<file path="config.mk">
export PLATFORM = sky130hd
export DESIGN_NAME = spalm_top
export DESIGN_NICKNAME = d
export VERILOG_FILES = /design/src/spalm_pkg.sv /design/src/spalm_alarm.sv /design/src/spalm_top.sv
export VERILOG_INCLUDE_DIRS = /design/src
export SDC_FILE = /design/constraint.sdc
export NUM_CORES = 2
export LEC_CHECK = 0
export BUFFER_PORTS_ARGS = -buffer_cell sky130_fd_sc_hd__clkbuf_2
export CAP_MARGIN = 15
export CORE_MARGIN = 2
export CORE_UTILIZATION = 40
export DETAILED_ROUTE_END_ITERATION = 8
export PLACE_DENSITY_LB_ADDON = 0.08
export SYNTH_ARGS = -nofsm -noshare
export SYNTH_HDL_FRONTEND = slang
export SYNTH_SLANG_ARGS = --single-unit
export TNS_END_PERCENT = 50
</file>
<file path="constraint.sdc">
create_clock -name core_clk -period 6.5 [get_ports core_clk]
set_input_delay 0.325 -clock core_clk [delete_from_list [all_inputs] [get_ports core_clk]]
set_output_delay 0.325 -clock core_clk [all_outputs]
set_load 0.005 [all_outputs]
</file>
<file path="src/spalm_map.svh">
`ifndef SPALM_MAP_SVH
`define SPALM_MAP_SVH
// ----------------------------------------------------------------------------
// Timing
// ----------------------------------------------------------------------------
`define SPALM_CLK_HZ        125000000
`define SPALM_CYCLE_SEC     15
`define SPALM_CYCLE_CLKS    (`SPALM_CYCLE_SEC * `SPALM_CLK_HZ)
`define SPALM_MSG_CLKS      1000
// ----------------------------------------------------------------------------
// Register offsets (byte addresses)
// ----------------------------------------------------------------------------
`define SPALM_OFS_CTRL      8'h00
`define SPALM_OFS_SP1       8'h04
`define SPALM_OFS_SP2       8'h08
`define SPALM_OFS_SP3       8'h0C
`define SPALM_OFS_SP4       8'h10
`define SPALM_OFS_DB        8'h14
`define SPALM_OFS_DLY       8'h18
`define SPALM_OFS_STAT      8'h1C
`define SPALM_OFS_PEAK      8'h20
`define SPALM_OFS_VALLEY    8'h24
`define SPALM_OFS_CMD       8'h28
// ----------------------------------------------------------------------------
// Control field positions
// ----------------------------------------------------------------------------
`define SPALM_CTL_A1DIR     0
`define SPALM_CTL_A2DIR     1
`define SPALM_CTL_A1LAT     2
`define SPALM_CTL_A2LAT     3
`define SPALM_CTL_GRPDIS    4
`define SPALM_CTL_EXTEN     5
`define SPALM_CTL_PKLOCK    6
`define SPALM_CTL_VLLOCK    7
`define SPALM_CTL_FLSEL     8
`define SPALM_CTRL_RST      32'h0000_0000
`endif

</file>
<file path="src/spalm_pkg.sv">
package spalm_pkg;
    typedef enum logic [3:0] {
        SPALM_RUN   = 4'b0001,
        SPALM_EXTR  = 4'b0010,
        SPALM_SETP  = 4'b0100,
        SPALM_MSG   = 4'b1000
    } spalm_mode_t;
    typedef struct packed {
        logic menu;
        logic reset;
        logic setpoint_view_button;
        logic incr;
        logic shift;
    } spalm_keys_t;
endpackage

</file>
<file path="src/spalm_alarm.sv">
`timescale 1ns/1ns
`include "spalm_map.svh"
module spalm_alarm #(
    parameter int W = 24
) (
    input  wire logic                core_clk,
    input  wire logic                reset_n,
    input  wire logic                sample,
    input  wire logic signed [W-1:0] reading,
    input  wire logic signed [W-1:0] level,
    input  wire logic signed [W-1:0] deadband,
    input  wire logic [6:0]          delay,
    input  wire logic                below,
    input  wire logic                latch_en,
    input  wire logic                disable_all,
    input  wire logic                clear,
    output logic                     active
);
    logic [6:0] cnt_r, cnt_nxt;
    logic       act_r, act_nxt;
    logic       beyond, released;
    assign active = act_r;

    // Trip at level, release past the full deadband on inactive side
    always_comb begin
        beyond   = below ? (reading < level) : (reading > level);
        released = below ? (reading > level + deadband)
                         : (reading < level - deadband);
        cnt_nxt  = cnt_r;
        act_nxt  = act_r;
        if (sample) begin
            if (!beyond) begin
                cnt_nxt = 7'h00;
            end else if (cnt_r < delay) begin
                cnt_nxt = cnt_r + 7'h01;
            end
            if (beyond && cnt_r >= delay) begin
                act_nxt = 1'b1;
            end else if (released && !latch_en) begin
                act_nxt = 1'b0;
            end
        end
        // Latched alarm only drops on a clear or disable_all; a live trip beats the clear
        if (clear && latch_en && !(sample && beyond && cnt_r >= delay)) begin
            act_nxt = 1'b0;
        end
        if (disable_all) begin
            act_nxt = 1'b0;
            cnt_nxt = 7'h00;
        end
    end

    always_ff @(posedge core_clk or negedge reset_n) begin
        if (!reset_n) begin
            cnt_r <= 7'h00;
            act_r <= 1'b0;
        end else begin
            cnt_r <= cnt_nxt;
            act_r <= act_nxt;
        end
    end
endmodule

</file>
<file path="src/spalm_top.sv">
`timescale 1ns/1ns
`include "spalm_map.svh"
module spalm_top
    import spalm_pkg::*;
#(
    parameter int          W          = 24,
    parameter int unsigned CYCLE_CLKS = `SPALM_CYCLE_CLKS
) (
    input  wire logic                 core_clk,
    input  wire logic                 reset_n,
    input  wire logic                 sample,
    input  wire logic signed [W-1:0]  reading,
    input  wire spalm_pkg::spalm_keys_t keys,
    input  wire logic                 ext_reset_n,
    input  wire logic                 s_axi_awvalid,
    output logic                      s_axi_awready,
    input  wire logic [7:0]           s_axi_awaddr,
    input  wire logic                 s_axi_wvalid,
    output logic                      s_axi_wready,
    input  wire logic [31:0]          s_axi_wdata,
    input  wire logic [3:0]           s_axi_wstrb,
    output logic                      s_axi_bvalid,
    input  wire logic                 s_axi_bready,
    output logic [1:0]                s_axi_bresp,
    input  wire logic                 s_axi_arvalid,
    output logic                      s_axi_arready,
    input  wire logic [7:0]           s_axi_araddr,
    output logic                      s_axi_rvalid,
    input  wire logic                 s_axi_rready,
    output logic [31:0]               s_axi_rdata,
    output logic [1:0]                s_axi_rresp,
    output logic [3:0]                sp_out,
    output logic                      flash,
    output logic [2:0]                view_sel,
    output logic signed [W-1:0]       display_value
);
    import spalm_pkg::*;

    // ------------------------------------------------------------------------
    // State
    // ------------------------------------------------------------------------
    localparam logic [31:0] CYC = CYCLE_CLKS;
    logic [31:0]       ctrl_r, ctrl_nxt, pend_r, pend_nxt;
    logic signed [W-1:0] lvl_r [4], lvl_nxt [4];
    logic signed [W-1:0] sdb_r, sdb_nxt, adb_r, adb_nxt;
    logic [13:0]       dly_r, dly_nxt;
    logic signed [W-1:0] peak_r, peak_nxt, vall_r, vall_nxt;
    logic              seed_r, seed_nxt;
    spalm_mode_t       mode_r, mode_nxt;
    logic [1:0]        spi_r, spi_nxt;
    logic [2:0]        dig_r, dig_nxt;
    logic signed [W-1:0] edit_r, edit_nxt;
    logic [31:0]       tmr_r, tmr_nxt;
    logic              awp_r, awp_nxt, wp_r, wp_nxt, bv_r, bv_nxt;
    logic              rv_r, rv_nxt;
    logic [7:0]        awa_r, awa_nxt;
    logic [31:0]       wd_r, wd_nxt, rd_r, rd_nxt;
    logic [4:0]        kq_r, kp_r;
    logic [2:0]        ext_sync_r;
    logic [3:0]        out_r, out_nxt;
    logic              fl_r, fl_nxt;
    logic [2:0]        vs_r, vs_nxt;
    logic signed [W-1:0] dv_r, dv_nxt;
    logic              ext_clr_r, ext_nxt;
    logic              cmd_clr, key_clr, a1, a2;
    logic [4:0]        kedge;

    assign s_axi_awready = !awp_r;
    assign s_axi_wready  = !wp_r;
    assign s_axi_bvalid  = bv_r;
    assign s_axi_bresp   = 2'b00;
    assign s_axi_arready = !rv_r;
    assign s_axi_rvalid  = rv_r;
    assign s_axi_rdata   = rd_r;
    assign s_axi_rresp   = 2'b00;
    assign sp_out        = out_r;
    assign flash         = fl_r;
    assign view_sel      = vs_r;
    assign display_value = dv_r;

    // ------------------------------------------------------------------------
    // Pin synchronisers; agreement of stages two and three counts
    // ------------------------------------------------------------------------
    always_ff @(posedge core_clk or negedge reset_n) begin
        if (!reset_n) begin
            kq_r       <= 5'h00;
            kp_r       <= 5'h00;
            ext_sync_r <= 3'h7;
        end else begin
            kq_r       <= keys;
            kp_r       <= kq_r;
            ext_sync_r <= {ext_sync_r[1:0], ext_reset_n};
        end
    end
    // Key press pulses from the settled stages
    logic [4:0] k3_r, kst_r;
    always_ff @(posedge core_clk or negedge reset_n) begin
        if (!reset_n) begin
            k3_r  <= 5'h00;
            kst_r <= 5'h00;
        end else begin
            k3_r  <= kp_r;
            kst_r <= (kp_r == k3_r) ? kp_r : kst_r;
        end
    end
    assign kedge = (kp_r == k3_r) ? (kp_r & ~kst_r) : 5'h00;
    // keys fields: menu[4] reset[3] setpoint_view_button[2] incr[1] shift[0]

    // ------------------------------------------------------------------------
    // Alarm clear sources; external line only when enabled
    // ------------------------------------------------------------------------
    always_comb begin
        ext_nxt = ctrl_r[`SPALM_CTL_EXTEN] &&
                  !ext_sync_r[1] && !ext_sync_r[2];
    end
    assign key_clr = kedge[3] && mode_r == SPALM_RUN;
    assign cmd_clr = wp_r && awp_r && !bv_r &&
                     awa_r == `SPALM_OFS_CMD && wd_r[0];

    spalm_alarm #(.W(W)) u_al1 (
        .core_clk    (core_clk),
        .reset_n     (reset_n),
        .sample      (sample),
        .reading     (reading),
        .level       (lvl_r[2]),
        .deadband    (adb_r),
        .delay       (dly_r[6:0]),
        .below       (ctrl_r[`SPALM_CTL_A1DIR]),
        .latch_en    (ctrl_r[`SPALM_CTL_A1LAT]),
        .disable_all (ctrl_r[`SPALM_CTL_GRPDIS]),
        .clear       (key_clr || ext_clr_r || cmd_clr),
        .active      (a1)
    );
    spalm_alarm #(.W(W)) u_al2 (
        .core_clk    (core_clk),
        .reset_n     (reset_n),
        .sample      (sample),
        .reading     (reading),
        .level       (lvl_r[3]),
        .deadband    (adb_r),
        .delay       (dly_r[13:7]),
        .below       (ctrl_r[`SPALM_CTL_A2DIR]),
        .latch_en    (ctrl_r[`SPALM_CTL_A2LAT]),
        .disable_all (ctrl_r[`SPALM_CTL_GRPDIS]),
        .clear       (key_clr || ext_clr_r || cmd_clr),
        .active      (a2)
    );

    // ------------------------------------------------------------------------
    // Main setpoints, peak/valley, outputs
    // ------------------------------------------------------------------------
    always_comb begin
        logic signed [W-1:0] half;
        half     = sdb_r >>> 1;
        out_nxt  = {a2, a1, out_r[1:0]};
        for (int i = 0; i < 2; i++) begin
            if (sample) begin
                if (reading > lvl_r[i] + half) begin
                    out_nxt[i] = 1'b1;
                end else if (reading < lvl_r[i] - half) begin
                    out_nxt[i] = 1'b0;
                end
            end
        end
        if (ctrl_r[`SPALM_CTL_GRPDIS]) begin
            out_nxt[3:2] = 2'b00;
        end
        peak_nxt = peak_r;
        vall_nxt = vall_r;
        seed_nxt = seed_r;
        if (sample) begin
            if (seed_r) begin
                peak_nxt = reading;
                vall_nxt = reading;
                seed_nxt = 1'b0;
            end else begin
                if (reading > peak_r) peak_nxt = reading;
                if (reading < vall_r) vall_nxt = reading;
            end
        end
        if (mode_r == SPALM_EXTR && kedge[3]) begin
            seed_nxt = 1'b1;
        end
        // Flash select decode, extremes view always flashes
        unique case (ctrl_r[`SPALM_CTL_FLSEL +: 3])
            3'h0:    fl_nxt = 1'b0;
            3'h1:    fl_nxt = out_r[0];
            3'h2:    fl_nxt = out_r[1];
            3'h3:    fl_nxt = out_r[2];
            3'h4:    fl_nxt = out_r[3];
            3'h5:    fl_nxt = |out_r;
            default: fl_nxt = 1'b0;
        endcase
        if (mode_r == SPALM_EXTR || mode_r == SPALM_SETP) begin
            fl_nxt = 1'b1;
        end
        dv_nxt = (mode_r == SPALM_EXTR && vs_r == 3'h2) ? vall_r
               : (mode_r == SPALM_EXTR) ? peak_r
               : (mode_r == SPALM_SETP) ? edit_r : reading;
        // View code drops back to zero whenever the view is left
        vs_nxt = vs_r;
        if (mode_nxt != SPALM_EXTR) begin
            vs_nxt = 3'h0;
        end else if (mode_r == SPALM_RUN) begin
            vs_nxt = (kedge[1] && !ctrl_r[`SPALM_CTL_PKLOCK]) ? 3'h1 : 3'h2;
        end
    end

    // ------------------------------------------------------------------------
    // Front-panel modes
    // ------------------------------------------------------------------------
    always_comb begin
        mode_nxt = mode_r;
        spi_nxt  = spi_r;
        dig_nxt  = dig_r;
        edit_nxt = edit_r;
        tmr_nxt  = (tmr_r != 32'h0) ? tmr_r - 32'h1 : 32'h0;
        for (int i = 0; i < 4; i++) lvl_nxt[i] = lvl_r[i];
        unique case (mode_r)
            SPALM_RUN: begin
                if (kedge[1] && !ctrl_r[`SPALM_CTL_PKLOCK]) begin
                    mode_nxt = SPALM_EXTR;
                end else if (kedge[0] && !ctrl_r[`SPALM_CTL_VLLOCK]) begin
                    mode_nxt = SPALM_EXTR;
                end else if (kedge[2]) begin
                    mode_nxt = SPALM_SETP;
                    spi_nxt  = 2'h0;
                    dig_nxt  = 3'h0;
                    edit_nxt = lvl_r[0];
                    tmr_nxt  = CYC;
                end
            end
            SPALM_EXTR: begin
                if (kedge[2] || kedge[4] || kedge[3]) begin
                    mode_nxt = SPALM_RUN;
                end
            end
            SPALM_SETP: begin
                if (kedge[0]) begin
                    dig_nxt = (dig_r == 3'h5) ? 3'h0 : dig_r + 3'h1;
                    tmr_nxt = CYC;
                end else if (kedge[1]) begin
                    edit_nxt = edit_r + W'(1 << (4 * dig_r));
                    tmr_nxt  = CYC;
                end else if (kedge[3]) begin
                    mode_nxt = SPALM_RUN;
                end else if (kedge[2] || tmr_r == 32'h1) begin
                    // Timeout steps on without storing the edit
                    if (kedge[2]) lvl_nxt[spi_r] = edit_r;
                    spi_nxt  = spi_r + 2'h1;
                    edit_nxt = lvl_r[spi_r + 2'h1];
                    dig_nxt  = 3'h0;
                    tmr_nxt  = CYC;
                    if (spi_r == 2'h3) mode_nxt = SPALM_RUN;
                end
            end
            SPALM_MSG: begin
                if (tmr_r == 32'h1) mode_nxt = SPALM_RUN;
            end
            default: mode_nxt = SPALM_RUN;
        endcase
        if (kedge[4] && mode_r == SPALM_RUN) begin
            mode_nxt = SPALM_MSG;
            tmr_nxt  = 32'(`SPALM_MSG_CLKS);
        end
    end

    // ------------------------------------------------------------------------
    // AXI4-Lite slave; pending config commits on a menu press in run mode
    // ------------------------------------------------------------------------
    always_comb begin
        awp_nxt  = awp_r || s_axi_awvalid;
        wp_nxt   = wp_r || s_axi_wvalid;
        awa_nxt  = (!awp_r && s_axi_awvalid) ? s_axi_awaddr : awa_r;
        wd_nxt   = (!wp_r && s_axi_wvalid) ? s_axi_wdata : wd_r;
        bv_nxt   = bv_r && !s_axi_bready;
        ctrl_nxt = ctrl_r;
        pend_nxt = pend_r;
        sdb_nxt  = sdb_r;
        adb_nxt  = adb_r;
        dly_nxt  = dly_r;
        if (awp_r && wp_r && !bv_r) begin
            bv_nxt  = 1'b1;
            awp_nxt = 1'b0;
            wp_nxt  = 1'b0;
            unique case (awa_r)
                `SPALM_OFS_CTRL: pend_nxt = wd_r;
                `SPALM_OFS_DB:   sdb_nxt  = W'(wd_r[15:0]);
                `SPALM_OFS_DLY:  dly_nxt  = wd_r[13:0];
                `SPALM_OFS_STAT: adb_nxt  = W'(wd_r[15:0]);
                default: ;
            endcase
        end
        if (kedge[4] && mode_r == SPALM_RUN) begin
            ctrl_nxt = pend_r;
        end
        rv_nxt = rv_r ? !s_axi_rready : s_axi_arvalid;
        rd_nxt = rd_r;
        if (!rv_r && s_axi_arvalid) begin
            unique case (s_axi_araddr)
                `SPALM_OFS_CTRL:   rd_nxt = pend_r;
                `SPALM_OFS_SP1:    rd_nxt = 32'(lvl_r[0]);
                `SPALM_OFS_SP2:    rd_nxt = 32'(lvl_r[1]);
                `SPALM_OFS_SP3:    rd_nxt = 32'(lvl_r[2]);
                `SPALM_OFS_SP4:    rd_nxt = 32'(lvl_r[3]);
                `SPALM_OFS_DLY:    rd_nxt = 32'(dly_r);
                `SPALM_OFS_STAT:   rd_nxt = {24'h0, mode_r, out_r};
                `SPALM_OFS_PEAK:   rd_nxt = 32'(peak_r);
                `SPALM_OFS_VALLEY: rd_nxt = 32'(vall_r);
                default:           rd_nxt = 32'h0000_0000;
            endcase
        end
    end

    // Registers only
    always_ff @(posedge core_clk or negedge reset_n) begin
        if (!reset_n) begin
            ctrl_r <= `SPALM_CTRL_RST;
            pend_r <= `SPALM_CTRL_RST;
            for (int i = 0; i < 4; i++) lvl_r[i] <= '0;
            {sdb_r, adb_r, peak_r, vall_r, edit_r} <= '0;
            dly_r <= 14'h0000;
            seed_r <= 1'b1;
            mode_r <= SPALM_RUN;
            {spi_r, dig_r, tmr_r} <= '0;
            {awp_r, wp_r, bv_r, rv_r, awa_r, wd_r, rd_r} <= '0;
            {out_r, fl_r, vs_r, dv_r, ext_clr_r} <= '0;
        end else begin
            ctrl_r <= ctrl_nxt;
            pend_r <= pend_nxt;
            for (int i = 0; i < 4; i++) lvl_r[i] <= lvl_nxt[i];
            sdb_r <= sdb_nxt;
            adb_r <= adb_nxt;
            peak_r <= peak_nxt;
            vall_r <= vall_nxt;
            edit_r <= edit_nxt;
            dly_r <= dly_nxt;
            seed_r <= seed_nxt;
            mode_r <= mode_nxt;
            spi_r <= spi_nxt;
            dig_r <= dig_nxt;
            tmr_r <= tmr_nxt;
            awp_r <= awp_nxt;
            wp_r <= wp_nxt;
            bv_r <= bv_nxt;
            rv_r <= rv_nxt;
            awa_r <= awa_nxt;
            wd_r <= wd_nxt;
            rd_r <= rd_nxt;
            out_r <= out_nxt;
            fl_r <= fl_nxt;
            vs_r <= vs_nxt;
            dv_r <= dv_nxt;
            ext_clr_r <= ext_nxt;
        end
    end
endmodule

</file>
* Word level (Yosys, flattened, before mapping) *
Cells that the tools add are included.

storage, ports and cells
  bits in registers = 447
  input port bits = 90
  output and inout bits = 73
  word-level logic and storage cells = 307

operators by class
  $add $sub $neg = 14
  magnitude comparators = 21
  eq/ne operators = 41
  shift operators = 1
  muxes and demuxes = 100
  bitwise gates (word level) = 7
  reductions and logical operators = 83

operators with widths
  kind                     number
  $mux W24                 17
  $mux W32                 9
  $pmux W32 S9             1
  $gt A24 B24 Y1           7
  $lt A24 B24 Y1           7
  $bwmux W96               1
  $pmux W32 S2             1
  $mux W7                  8
  $add A24 B16 Y24         2
  $add A24 B17 Y24         2
  $bmux W24 S2             1
  $demux W24 S2            1
  $eq A8 B5 Y1 const B     6
  $pmux W24 S2             1
  $sub A24 B16 Y24         2
  $sub A24 B17 Y24         2
  $mux W4                  11
  $eq A32 B1 Y1 const B    1
  $reduce_bool A32 Y1      1
  $sub A32 B1 Y32 const B  1
  $mux W3                  10
  $logic_and A1 B1 Y1      29
  $mux W1                  25
  $add A24 B24 Y24         1
  46 further kinds         120

* Logic depth before layout (Yosys ltp) *
  word-level depth = 12
  gate-level depth with buffers = 21
  depth with buffers taken out = 21

* Modules after synthesis *
A second synthesis with hierarchy kept.

unflattened totals
  cells, all modules = 3789
  area total of the unflattened synthesis = 35405.2 um^2

by module, submodules not included
  module                instances  cells an instance  area each (um^2)  sequential area each (um^2)
  spalm_top             1          2561               26263.9           10741.6
  spalm_alarm at u_al1  1          618                4588.2            200.2
  spalm_alarm at u_al2  1          610                4553.1            200.2

* Worst setup path after synthesis *
Ideal clock, no wire load.

  path kind = reg2reg
  from = register lvl_r[2] in the netlist's numbering
  to = register u_al2.act_r (netlist: u_al2.active)
  setup time = 0.122 ns
  arrival time = 3.966 ns
  required time = 6.378 ns
  slack = 2.413 ns
  stages on the path, launching flop included = 19
  path buffers = 1
  clock period less this slack = 4.087 ns
  cells stage by stage = dfrtp_1 -> ha_1 -> buf_2 -> nand2b_1 -> a221oi_2 -> o2111ai_1 -> a211o_1 -> a21oi_1 -> o211ai_1 -> a2111oi_2 -> xnor2_1 -> ha_1 -> nand4_1 -> nor2_1 -> nor2_1 -> nor2_1 -> mux2_2 -> a211o_1 -> a32o_1

on the way
  longest elaborated chain between the ends = 8
  elaborated cells on any way between the ends = 21
  classes of those cells = add/sub (2); order compare (4); mux (6); reduce/logical (9)

ends and longest elaborated chain
  element                                                                   RTL line           source
  start: declaration                                                        spalm_top.sv:44    logic signed [W-1:0] lvl_r [4], lvl_nxt [4];
  parallel branches: the longest is 8 deep, another holds $sub A24 B17 Y24  n/a
  end signal: assignment                                                    spalm_alarm.sv:59  act_r <= act_nxt;
  end: declaration                                                          spalm_alarm.sv:20  logic act_r, act_nxt;

Several ways; the timed one is not identified. The select of a mux whose other input is x is not followed.
A chain may end at the register's enable or synchronous reset.

* Worst setup path in the final report *
  from = register adb_r[1]
  to = register u_al2.act_r (netlist: u_al2.active)

on the way
  longest elaborated chain between the ends = 6
  elaborated cells on any way between the ends = 8
  classes of those cells = add/sub (2); order compare (2); mux (1); reduce/logical (3)

ends and longest elaborated chain
  element                                               RTL line                              source
  start: declaration                                    spalm_top.sv:45                       logic signed [W-1:0] sdb_r, sdb_nxt, adb_r, adb_nxt;
  start signal: assignment                              spalm_top.sv:333                      adb_r <= adb_nxt;
  $sub A24 B17 Y24 or $add A24 B17 Y24 (tied branches)  spalm_alarm.sv:28, spalm_alarm.sv:27
  $lt A24 B24 Y1 or $gt A24 B24 Y1 (tied branches)      spalm_alarm.sv:28, spalm_alarm.sv:27
  $mux W1 (*)                                           spalm_alarm.sv:27                     released = below ? (reading > level + deadband)
  $logic_and A1 B1 Y1 (*)                               spalm_alarm.sv:39                     end else if (released && !latch_en) begin
  $reduce_bool A4 Y1 (no line) (*)                      n/a
  $reduce_and A2 Y1 (no line) (*)                       n/a

Every way passes the cells marked *; elsewhere a longest branch is shown, timed or not.

==> impl_metrics.env <==
export IMPL_finalHoldViolations=0
export IMPL_slew_headroom=0.2440
export IMPL_synth_enable_flop_cells=0
export IMPL_startpoint_type="flip-flop"
export IMPL_cts_clk_slew_worst_paths_ns=0.06
export IMPL_fin_skew_ns=0.01732
export IMPL_numCtsBuffers=52
export IMPL_async_flop_share=1.000
export IMPL_initialDrtViolationCount=2387
export IMPL_cts_htree_levels=2
export IMPL_antenna_found_initial=3
export IMPL_cts_tree="built"
export IMPL_viasPerCell=5.732
export IMPL_cp_end_kind="flip-flop"
export IMPL_dpl_hpwl_um=89690
export IMPL_firstDrtPassIters=8
export IMPL_finalCriticalPeriod_ns=5.091
export IMPL_power_uw=15180
export IMPL_cts_root_buf="clkbuf_16"
export IMPL_crit_type="flip-flop to flip-flop"
export IMPL_grt_total_usage=0.2686
export IMPL_rsz0062_at_grt="false"
export IMPL_area_delta_synth_final_pct=12.40
export IMPL_wl_um=117800
export IMPL_yosysSeqAreaShare=0.3255
export IMPL_crit_path_max_fanout=7
export IMPL_drc=0
export IMPL_vias=28300
export IMPL_hold_class="input port to flip-flop"
export IMPL_p_per_area_nw_per_um2=394.6
export IMPL_synthCells=3613
export IMPL_status="complete, no violations"
export IMPL_start_util=0.4027
export IMPL_p_leak_uw=0.01777
export IMPL_synth_warnings=0
export IMPL_cts_max_path_buffers=3
export IMPL_synth_ff_type="dfrtp_1"
export IMPL_rows=107
export IMPL_grt_max_degree=156
export IMPL_finalCritPeriodShare=0.7833
export IMPL_cts_sinks=445
export IMPL_finalSetupTns_ns=0
export IMPL_core_region_area_sq_um=85010
export IMPL_netlist_area_leader_share=0.3216
export IMPL_slew_violations=0
export IMPL_dieWidth_um=296.5
export IMPL_max_freq_mhz=196.4
export IMPL_ys_ff_latch=445
export IMPL_grt_pass1_wl_um=176200
export IMPL_nets=4286
export IMPL_grt_pass1_vias=27940
export IMPL_grt_ovfl_total=0
export IMPL_finalSetupViolCount=0
export IMPL_die_y_um=296.5
export IMPL_design_area_sq_um=38480
export IMPL_cap_violations=0
export IMPL_vdd_drop_max_mv=0.2743
export IMPL_worst_ep_required_time_ns=7.01
export IMPL_dpl_instance_area_sq_um=36160
export IMPL_syn_area_per_cell_sq_um=9.475
export IMPL_hold_slack_ns=0.2638
export IMPL_syn_area_sq_um=34230
export IMPL_synth_area_leaders="dfrtp_1 32%, ha_1 16%, mux2_2 7.8%"
export IMPL_port_buffer_count=153
export IMPL_drive_gt1_frac=0.1615
export IMPL_ios=163
export IMPL_yosysTopAreaCell="dfrtp_1"
export IMPL_gp_congestion=0.9055
export IMPL_fp_dieArea_sq_um=87940
export IMPL_wl_per_cell_um=23.85
export IMPL_tightest_slew_ns=1.134
export IMPL_synth_cell_types=90
export IMPL_clock_latency_ns=0.63
export IMPL_ant_nets=0
export IMPL_arrival_ns=5.60
## cell usage in the layout (no fill, tap or decap), types with 10 or more instances in the layout
| master | count |
|---|---|
| and2_1 | 17 |
| nand3_1 | 68 |
| xor2_1 | 66 |
| ha_1 | 437 |
| clkbuf_16 | 52 |
| clkbuf_8 | 13 |
| nor2_1 | 226 |
| mux2_4 | 20 |
| clkinv_2 | 10 |
| inv_1 | 243 |
| mux2_2 | 238 |
| dlygate4sd3_1 | 52 |
| nand2b_1 | 40 |
| xnor2_1 | 151 |
| nand2_1 | 250 |
| nand4_1 | 54 |
| and3_1 | 29 |
| dfrtp_1 | 439 |
| o21a_1 | 27 |
| a211oi_1 | 54 |
| a21o_1 | 68 |
| a211o_1 | 13 |
| o211ai_1 | 28 |
| o21bai_1 | 24 |
| mux4_2 | 24 |
| nor2b_1 | 69 |
| clkbuf_2 | 152 |
| nor3_1 | 74 |
| a21oi_1 | 204 |
| a221oi_1 | 19 |
| a22o_1 | 10 |
| or3_1 | 27 |
| o22ai_1 | 14 |
| a31oi_1 | 41 |
| o21ai_0 | 194 |
| buf_4 | 39 |
| mux2i_1 | 13 |
| nor4_1 | 27 |
| a222oi_1 | 37 |
## state kept, by name, indices dropped and copies added, names as in the netlist, 8 cells and up
signal         cells
lvl_r             96
pend_r            32
s_axi_rdata       32
tmr_r             32
wd_r              32
display_value     24
edit_r            24
peak_r            24
vall_r            24
adb_r             16
sdb_r             15
dly_r             14
ctrl_r            11
awa_r              8
## power by group
part	switching [uW]	internal (uW)
Sequential	785	3350
Combinational	4310	3710
Clock	1280	1750
## kinds of logic (layout without fill, tap and decap cells)
group | after synthesis | after routing | share of synthesized area
buffers and inverters | 411 | 584 | 0.04766
and+or+nand+nor | 950 | 950 | 0.1363
adders and majority gates | 445 | 445 | 0.1644
AOI/OAI and AO/OA | 849 | 849 | 0.1639
xor gates and xnor gates | 217 | 217 | 0.05552
muxes | 295 | 295 | 0.1067
DFF | 445 | 445 | 0.3255
other | 1 | 8 | 0.0001095
## cells in the mapped netlist, types with 9 or more instances
cell type and number:
and3_1 29, or3_1 27, clkbuf_1 132, nand2b_1 40
mux2_2 238, xor2_1 66, nor3_1 75, o21a_1 27
o21ai_0 194, o211ai_1 28, a211oi_1 55, buf_2 17
ha_1 437, o21bai_1 24, mux4_2 24, o31ai_1 9
a222oi_1 37, nor4_1 27, a221oi_1 19, nor2_1 233
inv_1 243, nand2_1 254, a31oi_1 41, o2111ai_1 9
or4_1 9, a21o_1 68, o22ai_1 14, nand4_1 54
a22o_1 10, and2_1 17, mux2_4 20, a21oi_1 204
dfrtp_1 440, nand3_1 68, a211o_1 13, mux2i_1 13
xnor2_1 151, and4_1 9, nor2b_1 71
## worst paths after layout
kind,startpoint,end,slack (ns),cells after the start
setup / recovery,adb_r[1],u_al2.active,1.41,18
hold / removal,reading[5],vall_r[5],0.26,3
setup reg to reg,adb_r[1],u_al2.active,1.41,18
max in group asynchronous,reset_n,wd_r[7],4.83,3
hold reg to reg,kq_r[1],kp_r[1],0.35,0
min in group asynchronous,reset_n,wd_r[15],0.27,2
## critical path: stages, from the launching register on
cell and delay [ns]:
dfrtp_1 0.50, inv_1 0.21, ha_1 0.32, nand2b_1 0.16
a221oi_1 0.42, o22a_1 0.31, a211o_1 0.21, a31oi_1 0.15
o21ai_1 0.44, nand4_1 0.18, xnor2_1 0.16, ha_1 0.30
nand4_1 0.10, nor2_1 0.31, nor2_1 0.07, nor2_1 0.11
mux2_2 0.35, a211o_1 0.45, a32o_1 0.26
## what timing repair did
item                       CTS  global route
hold buffers                52             0
setup endpoints to repair    0             0
hold endpoints to repair   125             0
setup buffers                0             0
resized for setup            0             0
## per-layer routing
layer / routed length [um] / share of wire / track usage
met5: 0 / 0 / 0
met4: 3350 / 0.028 / 0.07896
met3: 7446 / 0.063 / 0.04132
met2: 52290 / 0.44 / 0.4204
met1: 54670 / 0.46 / 0.3824
## through the flow
stage	setup WS [ns]	std cells	utilization
CTS	1.416	4933	0.4522
detailed placement	1.425	4788	0.4253
finish	1.409	4937	0.4526
global route	1.068	4934	0.4525
floorplan	2.413	3617	-
global placement	1.423	4788	0.4253
## layout make-up
type                            instances  area, sq um
Antenna cell                            3        7.507
Clock buffer                           71         1503
Clock inverter                         22        260.3
Fill cell                            8392        46540
Inverter                              244        915.9
Multi-Input combinational cell       2761        21560
Sequential cell                       445        11140
Tap cell                             1144         1431
Timing Repair Buffer                  247         1657
(Power assumes the default switching activity.)
